<file path="config.mk">
export PLATFORM = sky130hd
export DESIGN_NAME = cpcmd_dev_flat
export DESIGN_NICKNAME = d
export VERILOG_FILES = /design/src/hw/cpcmd_pkg.sv /design/src/hw/cpcmd_if.sv /design/src/hw/cpcmd_dev.sv /design/src/flat_wrapper.sv
export VERILOG_INCLUDE_DIRS = /design/src /design/src/hw
export SDC_FILE = /design/constraint.sdc
export NUM_CORES = 1
export LEC_CHECK = 0
export BUFFER_PORTS_ARGS = -buffer_cell sky130_fd_sc_hd__buf_2
export CAP_MARGIN = 20
export CORE_UTILIZATION = 34
export DETAILED_ROUTE_END_ITERATION = 8
export HOLD_SLACK_MARGIN = 0.15
export PLACE_DENSITY = 0.68
export SETUP_SLACK_MARGIN = 0.1
export SYNTH_ARGS = -nofsm -noshare
export SYNTH_HDL_FRONTEND = slang
export SYNTH_SLANG_ARGS = --single-unit
</file>
<file path="constraint.sdc">
create_clock -name aclk -period 1.69 [get_ports aclk]
set_input_delay 0.338 -clock aclk [delete_from_list [all_inputs] [get_ports aclk]]
set_output_delay 0.338 -clock aclk [all_outputs]
set_load 0.02 [all_outputs]
</file>
<file path="src/hw/cpcmd_defs.svh">
// constants of the command port: register layout, codes and timing
//
// Contract
// - host sets pending flag with each command
// - device clears pending flag when command done
// - host waits for clear flag, except reset
// - soft reset allowed anytime, flag still set
// - 8-bit read-write register, zero after reset
// - field layout fixed; bit 3 written zero
// - soft reset: flag clear in two, ~60 clocks
// - host reinitialises once flag clears after reset
// - soft reset restores controllers, keeps configuration
// - soft reset keeps interrupt pending bits
// - opcodes: halt, resume, resync, clear block check
// - bus commands: abort request, timeout, two reserved
// - bus commands use channel 10 with flag
// - channel select picks controller; 11 reserved
// - transmit effect may lag the flag clear
// - commands rank below refresh, above channels
// - resync within 41 clocks, others under 20
// - worst latency adds refresh and protocol terms
`ifndef CPCMD_DEFS_SVH
`define CPCMD_DEFS_SVH

// ==========================================
// command register fields
`define CPCMD_RST_BIT     7
`define CPCMD_BUS_BIT     6
`define CPCMD_OP_HI       5
`define CPCMD_OP_LO       4
`define CPCMD_RSVD_BIT    3
`define CPCMD_CH_HI       2
`define CPCMD_CH_LO       1
`define CPCMD_FLAG_BIT    0
`define CPCMD_RESET_VAL   8'h00
`define CPCMD_BUS_CHAN    2'h2
`define CPCMD_OP_HALT     2'h0
`define CPCMD_OP_RESUME   2'h1
`define CPCMD_OP_RESYNC   2'h2
`define CPCMD_OP_CLRBC    2'h3
`define CPCMD_OP_ABORT    2'h0
`define CPCMD_OP_TIMEOUT  2'h1

// ==========================================
// execution timing in clocks
`define CPCMD_RESYNC_CLKS 6'h29
`define CPCMD_OTHER_CLKS  6'h13
`define CPCMD_SRST_CLKS   6'h3c
`define CPCMD_LAT_REFRESH 25
`define CPCMD_LAT_BISYNC  205
`define CPCMD_LAT_HDLC    165
`define CPCMD_LAT_UART    150
`define CPCMD_LAT_DDCMP   140

// ==========================================
// host register map (axi4-lite, byte addresses)
`define CPCMD_ADDR_CMD    4'h0
`define CPCMD_ADDR_STAT   4'h4
`define CPCMD_STAT_BUSY   0
`define CPCMD_STAT_REFUSE 1
`define CPCMD_RESP_OKAY   2'h0
`define CPCMD_RESP_SLVERR 2'h2

`endif

</file>
<file path="src/hw/cpcmd_pkg.sv">
// types shared by both ends of the command port
`default_nettype none
package cpcmd_pkg;
	typedef logic [7:0] cpcmd_byte_t;
	typedef enum logic [1:0] {
		CPCMD_IDLE = 2'b00,
		CPCMD_EXEC = 2'b01,
		CPCMD_SRST = 2'b10
	} cpcmd_state_e;
endpackage
`default_nettype wire

</file>
<file path="src/hw/cpcmd_if.sv">
// link between host and communications processor command register
`timescale 1ns/100ps
`default_nettype none
interface cpcmd_if;
	logic                  cmd_wr;
	cpcmd_pkg::cpcmd_byte_t cmd_wdata;
	cpcmd_pkg::cpcmd_byte_t cmd_rdata;

	modport dev (
		input  cmd_wr,
		input  cmd_wdata,
		output cmd_rdata
	);
	modport host (
		output cmd_wr,
		output cmd_wdata,
		input  cmd_rdata
	);
endinterface
`default_nettype wire

</file>
<file path="src/hw/cpcmd_dev.sv">
// communications processor end: command register, scheduler and executor
`timescale 1ns/100ps
`default_nettype none
`include "cpcmd_defs.svh"
module cpcmd_dev (
	input  wire logic       aclk,
	input  wire logic       aresetn,
	cpcmd_if.dev            link,
	input  wire logic       refresh_req,
	input  wire logic [5:0] chan_req,
	output logic            refresh_gnt,
	output logic            cmd_gnt,
	output logic      [5:0] chan_gnt,
	output logic            halt_tx,
	output logic            resume_tx,
	output logic            resync_rx,
	output logic            clear_bc,
	output logic            abort_req,
	output logic            timeout_cmd,
	output logic      [2:0] chan_onehot,
	output logic            ctrl_reset
);

	// ==========================================
	// helpers

	// lowest index wins among the serial channel requests
	function automatic logic [5:0] pick_first(input logic [5:0] req);
		logic [5:0] g;
		g = 6'h00;
		for (int i = 5; i >= 0; i--) begin
			if (req[i]) begin
				g = 6'h00;
				g[i] = 1'b1;
			end
		end
		return g;
	endfunction

	function automatic logic [2:0] chan_decode(input logic [1:0] ch);
		logic [2:0] d;
		d = 3'h0;
		if (ch != 2'h3) begin
			d[ch] = 1'b1;
		end
		return d;
	endfunction

	// ==========================================
	// state

	cpcmd_pkg::cpcmd_byte_t     cmd_reg;
	cpcmd_pkg::cpcmd_state_e    state_reg;
	cpcmd_pkg::cpcmd_state_e    state_next;
	logic                 [5:0] count_reg;
	logic                       pending;
	logic                       soft_rst;
	logic                       bus_sel;
	logic                 [1:0] opcode;
	logic                 [1:0] chan;
	logic                       start;
	logic                       done;
	logic                       srst_start;
	logic                       srst_done;

	assign pending    = cmd_reg[`CPCMD_FLAG_BIT];
	assign soft_rst   = cmd_reg[`CPCMD_RST_BIT];
	assign bus_sel    = cmd_reg[`CPCMD_BUS_BIT];
	assign opcode     = cmd_reg[`CPCMD_OP_HI:`CPCMD_OP_LO];
	assign chan       = cmd_reg[`CPCMD_CH_HI:`CPCMD_CH_LO];
	assign link.cmd_rdata = cmd_reg;

	// soft reset is detected in hardware whatever the executor is doing
	assign srst_start = soft_rst && (state_reg != cpcmd_pkg::CPCMD_SRST);
	// refresh outranks a waiting command
	assign start      = (state_reg == cpcmd_pkg::CPCMD_IDLE) && pending && !soft_rst
		&& !refresh_req;
	// execution pauses while refresh holds the scheduler; each refresh stall adds to the worst-case latency
	assign done       = (state_reg == cpcmd_pkg::CPCMD_EXEC) && !refresh_req
		&& (count_reg == 6'h01);
	assign srst_done  = (state_reg == cpcmd_pkg::CPCMD_SRST) && (count_reg == 6'h01);

	// ==========================================
	// scheduler state machine

	always_comb begin
		state_next = state_reg;
		case (state_reg)
			cpcmd_pkg::CPCMD_IDLE: begin
				if (srst_start) begin
					state_next = cpcmd_pkg::CPCMD_SRST;
				end else if (start) begin
					state_next = cpcmd_pkg::CPCMD_EXEC;
				end
			end
			cpcmd_pkg::CPCMD_EXEC: begin
				if (srst_start) begin
					state_next = cpcmd_pkg::CPCMD_SRST;
				end else if (done) begin
					state_next = cpcmd_pkg::CPCMD_IDLE;
				end
			end
			cpcmd_pkg::CPCMD_SRST: begin
				if (srst_done) begin
					state_next = cpcmd_pkg::CPCMD_IDLE;
				end
			end
			default: begin
				state_next = cpcmd_pkg::CPCMD_IDLE;
			end
		endcase
	end

	always_ff @(posedge aclk) begin
		if (!aresetn) begin
			state_reg <= cpcmd_pkg::CPCMD_IDLE;
		end else begin
			state_reg <= state_next;
		end
	end

	// ==========================================
	// execution counter

	always_ff @(posedge aclk) begin
		if (!aresetn) begin
			count_reg <= 6'h00;
		end else if (srst_start) begin
			count_reg <= `CPCMD_SRST_CLKS;
		end else if (start) begin
			// resync is the long one; every other command stays under 20
			if (!bus_sel && opcode == `CPCMD_OP_RESYNC) begin
				count_reg <= `CPCMD_RESYNC_CLKS;
			end else begin
				count_reg <= `CPCMD_OTHER_CLKS;
			end
		end else if (srst_done || done) begin
			count_reg <= 6'h00;
		end else if (state_reg == cpcmd_pkg::CPCMD_SRST) begin
			count_reg <= count_reg - 6'h01;
		end else if (state_reg == cpcmd_pkg::CPCMD_EXEC && !refresh_req) begin
			count_reg <= count_reg - 6'h01;
		end
	end

	// ==========================================
	// command register

	// a write while busy is dropped unless it requests soft reset;
	// the flag clears the edge after soft reset is seen, within two clocks
	always_ff @(posedge aclk) begin
		if (!aresetn) begin
			cmd_reg <= `CPCMD_RESET_VAL;
		end else if (link.cmd_wr && (!pending || link.cmd_wdata[`CPCMD_RST_BIT])) begin
			cmd_reg <= link.cmd_wdata;
			cmd_reg[`CPCMD_RSVD_BIT] <= 1'b0;
		end else if (srst_start) begin
			cmd_reg[`CPCMD_FLAG_BIT] <= 1'b0;
		end else if (srst_done) begin
			cmd_reg[`CPCMD_RST_BIT] <= 1'b0;
		end else if (done) begin
			cmd_reg[`CPCMD_FLAG_BIT] <= 1'b0;
		end
	end

	// ==========================================
	// controller reset

	// only the serial, port and management controllers are reset; the
	// mode, mask, configuration and interrupt pending state lie outside
	always_ff @(posedge aclk) begin
		if (!aresetn) begin
			ctrl_reset <= 1'b0;
		end else begin
			ctrl_reset <= (state_next == cpcmd_pkg::CPCMD_SRST);
		end
	end

	// ==========================================
	// command decode, one pulse at the start of execution

	// transmit halt and resume only reach the controller here; the line
	// itself may change much later because of its transmit fifo
	always_ff @(posedge aclk) begin
		if (!aresetn) begin
			halt_tx     <= 1'b0;
			resume_tx   <= 1'b0;
			resync_rx   <= 1'b0;
			clear_bc    <= 1'b0;
			abort_req   <= 1'b0;
			timeout_cmd <= 1'b0;
			chan_onehot <= 3'h0;
		end else begin
			halt_tx     <= start && !bus_sel && opcode == `CPCMD_OP_HALT;
			resume_tx   <= start && !bus_sel && opcode == `CPCMD_OP_RESUME;
			resync_rx   <= start && !bus_sel && opcode == `CPCMD_OP_RESYNC;
			clear_bc    <= start && !bus_sel && opcode == `CPCMD_OP_CLRBC;
			abort_req   <= start && bus_sel && opcode == `CPCMD_OP_ABORT;
			timeout_cmd <= start && bus_sel && opcode == `CPCMD_OP_TIMEOUT;
			chan_onehot <= start ? chan_decode(chan) : 3'h0;
		end
	end

	// ==========================================
	// service grants

	always_ff @(posedge aclk) begin
		if (!aresetn) begin
			refresh_gnt <= 1'b0;
			cmd_gnt     <= 1'b0;
			chan_gnt    <= 6'h00;
		end else begin
			refresh_gnt <= refresh_req;
			cmd_gnt     <= start;
			// channels wait while a command is pending or running
			if (!refresh_req && !pending && state_reg == cpcmd_pkg::CPCMD_IDLE) begin
				chan_gnt <= pick_first(chan_req);
			end else begin
				chan_gnt <= 6'h00;
			end
		end
	end

endmodule
`default_nettype wire

</file>
<file path="src/flat_wrapper.sv">
// flat-port wrapper written by rule: the top's interface ports become plain ports
module cpcmd_dev_flat 
  (aclk, aresetn, refresh_req, chan_req, refresh_gnt, cmd_gnt, chan_gnt, halt_tx, resume_tx, resync_rx, clear_bc, abort_req, timeout_cmd, chan_onehot, ctrl_reset, link_cmd_wr, link_cmd_wdata, link_cmd_rdata);
  cpcmd_if link_i ();
  input  wire logic aclk;
  input  wire logic aresetn;
  input  wire logic refresh_req;
  input  wire logic [5:0] chan_req;
  output logic refresh_gnt;
  output logic cmd_gnt;
  output logic      [5:0] chan_gnt;
  output logic halt_tx;
  output logic resume_tx;
  output logic resync_rx;
  output logic clear_bc;
  output logic abort_req;
  output logic timeout_cmd;
  output logic      [2:0] chan_onehot;
  output logic ctrl_reset;
  input wire logic [$bits(link_i.cmd_wr)-1:0] link_cmd_wr;
  input wire logic [$bits(link_i.cmd_wdata)-1:0] link_cmd_wdata;
  output wire logic [$bits(link_i.cmd_rdata)-1:0] link_cmd_rdata;
  assign link_i.cmd_wr = link_cmd_wr;
  assign link_i.cmd_wdata = link_cmd_wdata;
  assign link_cmd_rdata = link_i.cmd_rdata;
  cpcmd_dev u_core (.aclk(aclk), .aresetn(aresetn), .link(link_i), .refresh_req(refresh_req), .chan_req(chan_req), .refresh_gnt(refresh_gnt), .cmd_gnt(cmd_gnt), .chan_gnt(chan_gnt), .halt_tx(halt_tx), .resume_tx(resume_tx), .resync_rx(resync_rx), .clear_bc(clear_bc), .abort_req(abort_req), .timeout_cmd(timeout_cmd), .chan_onehot(chan_onehot), .ctrl_reset(ctrl_reset));
endmodule
</file>
==> qor.csv <==
stage,metric,value,unit
sta,rsz0062_at_grt,yes,
pwr,vdd_ir_drop_max,0.3552,mV
finish,drive_gt1_share,48.11,%
worst_setup_path,critical_path.endpoint_type,flop,
yosys,synth_seq_cells,33,
finish,fill_cells,377,
worst_setup_path,crit_family,simple AND/OR/NAND/NOR gates,
run_status,status,"finished, violations left",
yosys,yosys_warnings,0,
floorplanning,die_x,66.49,µm
pwr,p_clk_share,31.9,%
worst_setup_path,crit_path_start,u_core.count_reg[1],
run_status,failed_checks,setup timing,
finish,finalNetCount,231,
clock_network,clk_pin_slew,0.07,ns
detailed_routing,dr.pass1.iters,4,
worst_setup_path,rr_endpoint,u_core.link.cmd_rdata[0],
sta,drv_slew,0,
finish,syn_to_final_growth,44.60,%
grt,overflow,0,
sta,holdWs,0.2329,ns
detailed_routing,routed_wl,3311,µm
detailed_routing,vias,1282,
clock_network,worstSkewPairLatency,0.29,ns
sta,setup_slack,-0.05817,ns
pwr,p_int,1.279,mW
worst_setup_path,required,1.87,ns
grt,antenna_found_initial,0,
grt,grt_max_degree,19,
yosys,synth.top_cell.area_share,46.73,%
pwr,p_switching,0.5050,mW
pwr,p_leak,0.9387,nW
floorplanning,start_util,35.35,%
hold_path,hp-class,input pin to flop,
yosys,netlist_area,1414,µm²
sta,clock.fmax,0.5720,GHz
sta,hold_viol_final,0,
clock_network,cts-buffers-inserted,5,
grt,grt_pass1_vias,1191,
worst_setup_path,cp_cell_sequence,inv_2 -> ha_4 -> or4b_4 -> or2_4 -> o2111a_1 -> o21a_1,
yosys,synthCells,145,
clock_network,cts_root_buffer,clkbuf_8,
worst_setup_path,worstSetupPathType,flop to flop,
finish,multiInputGateArea,795.8,µm²
floorplanning,core_area,4000,µm²
worst_setup_path,cp_num_buf_inv,1,
detailed_routing,detail_route.vias_per_cell,4.893,
yosys,synth_edf_count,0,
grt,grt_pass1_wl,5306,µm
yosys,syn_nets,165,
worst_setup_path,slowest_stage,or4b_4,
clock_network,clockBufferDepth,2,
sta,final.setup.tns,-0.1738,ns
worst_setup_path,start_kind,flop,
clock_network,ctsHoldBuffers,0,
pwr,p_per_area,872.7,nW/µm²
job,drv_cap,0,
placed_design,port_buffers,41,
placed_design,dpl.hpwl,2367,µm
sta,skew,0.002799,ns
worst_setup_path,worstPathArrival,1.93,ns
yosys,synthArstFlopShare,0,%
placed_design,gp_congestion,0.8308,
sta,finalSetupViolCount,6,
clock_network,htreeDepth,2,
finish,largest_reg_flops,7,
pwr,p_sw_share,28.31,%
worst_setup_path,r2r_setup_slack,-0.06,ns
worst_setup_path,crit_path_end,u_core.link.cmd_rdata[0],
yosys,ys.flop_type,dfxtp_1,
detailed_routing,drtAntennaViolNets,0,
sta,tightest_slew,0.5150,ns
floorplanning,rows,23,
sta,layout_min_cycle_time,1.748,ns
grt,track_usage,16.09,%
detailed_routing,wl_per_cell,12.64,µm
worst_setup_path,r2r_start,u_core.count_reg[1],
worst_setup_path,cp_max_fo,3,
floorplanning,top_level_ports,44,
finish,insertedDiodeCount,0,
floorplanning,die_h,66.49,µm
sta,slew_headroom,65.55,%
pwr,comb_power_share,20.3,%
sta,post-route-period-util,103.4,%
worst_setup_path,path_depth,6,
placed_design,pre_cts_ws,-0.09927,ns
yosys,post_synth.cell_area_avg,9.751,µm²
clock_network,cts_tree,yes,
worst_setup_path,cp_slowest_stage_delay,0.49,ns
yosys,ys_seq_area_share,46.73,%
floorplanning,die_area,4420,µm²
finish,seqCellArea,671.9,µm²
yosys,yosys.area.top_type,dfxtp_1,
pwr,seq_power_share,47.7,%
yosys,yosys-top-cells-area,"dfxtp_1, mux2i_1, and2_1",
yosys,yosysUniqueCellTypes,47,
detailed_routing,dr.first_iter.drc_count,84,
detailed_routing,drc_errors,0,
worst_setup_path,reg2reg_depth,6,
clock_network,cts.sinks,33,
metrics by stage:
stage | area, µm² | utilization [%] | cells | power (mW)
final | 2044 | 51.11 | 262 | 1.784
after global routing | 2044 | 51.11 | 262 | 1.884
after detailed placement | 1864 | 46.61 | 253 | 1.194
after global placement | 1864 | 46.61 | 253 | 1.190
after CTS | 2006 | 50.14 | 262 | 1.802
after floorplan | 1443 | - | 145 | 1.058
timing repair:
| item | CTS | global route |
|---|---|---|
| gates resized for setup | 14 | 6 |
| buffers inserted | 1 | 0 |
| pin swaps | 12 | 8 |
| setup endpoints to repair | 10 | 17 |
| cloned | 0 | 0 |
cells by family (layout without fill, tap and decap cells):
family	Yosys count	count (layout)	synth area share (%)
DFF	33	33	46.73
AOI/OAI and AO/OA	29	29	15.75
muxes	5	5	3.540
other	1	1	0.2652
buffers and inverters	15	82	4.602
adders and majority gates	2	2	1.770
and+or+nand+nor	60	60	27.35
metal layers:
layer	wire, µm	global-route usage (%)	vias to the layer above
li1	-	-	656
met5	0	0	-
met3	219	7.192	4
met1	1447	19.65	584
met4	24	5.053	0
met2	1620	25.13	38
worst register-to-register path, cell delays in order, from the launching register on:
cell and delay, ns:
dfxtp_2 0.32, inv_2 0.07, ha_4 0.11, or4b_4 0.49
or2_4 0.26, o2111a_1 0.24, o21a_1 0.16
cells in the final DEF (no fill, tap or decap), types with 5 or more instances in the layout:
cell type and count:
buf_2 41, clkbuf_8 5, dfxtp_1 26, nand3_1 5
nand2_1 7, nor2b_1 6, nor2_1 8, and2_1 7
buf_4 23, mux2i_1 5, dfxtp_2 6, inv_1 8
worst min-delay path by stage:
stage | start | to | cells past startpoint | slack [ns]
floorplan | chan_req[3] | u_core.chan_gnt[5] | 1 | 0.41
global placement | u_core.link.cmd_rdata[2] | u_core.chan_onehot[0] | 1 | 0.48
detailed placement | u_core.link.cmd_rdata[2] | u_core.chan_onehot[1] | 1 | 0.48
CTS | chan_req[4] | u_core.chan_gnt[5] | 2 | 0.22
global route | chan_req[4] | u_core.chan_gnt[5] | 2 | 0.22
finish | chan_req[4] | u_core.chan_gnt[5] | 2 | 0.23
layout make-up:
| class | instances | share of cell area, % |
|---|---|---|
| timing repair buffer | 65 | 19.46 |
| clock buffer | 6 | 3.550 |
| sequential | 33 | 32.86 |
| inverter | 9 | 1.652 |
| multi-input combinational | 97 | 38.92 |
| tap | 50 | 3.060 |
| clock inverter | 2 | 0.4896 |
synthesized netlist by cell type (2+ instances only):
library cell / n
nand3_1: 6
or4b_4: 2
a21oi_1: 4
dfxtp_1: 33
o311ai_0: 2
a211oi_1: 2
nor3b_1: 4
nand2b_1: 2
nor3_1: 2
o2111a_1: 3
and2_1: 7
nand2_1: 7
mux2i_1: 5
o21ai_0: 3
o21ba_2: 2
o211a_1: 2
inv_1: 9
nor2_1: 8
nor2b_1: 6
clkbuf_2: 2
buf_2: 2
ha_1: 2
or3b_1: 2
and3_1: 2
nor4b_1: 4
power by group through the flow:
stage | registers, mW | clock network (mW) | logic, mW
final | 0.851 | 0.570 | 0.363
after global routing | 0.856 | 0.631 | 0.397
after CTS | 0.850 | 0.604 | 0.348
after detailed placement | 0.864 | 0 | 0.331
after global placement | 0.863 | 0 | 0.327
after floorplan | 0.889 | 0 | 0.169
Power figures use the tool's default switching activity.
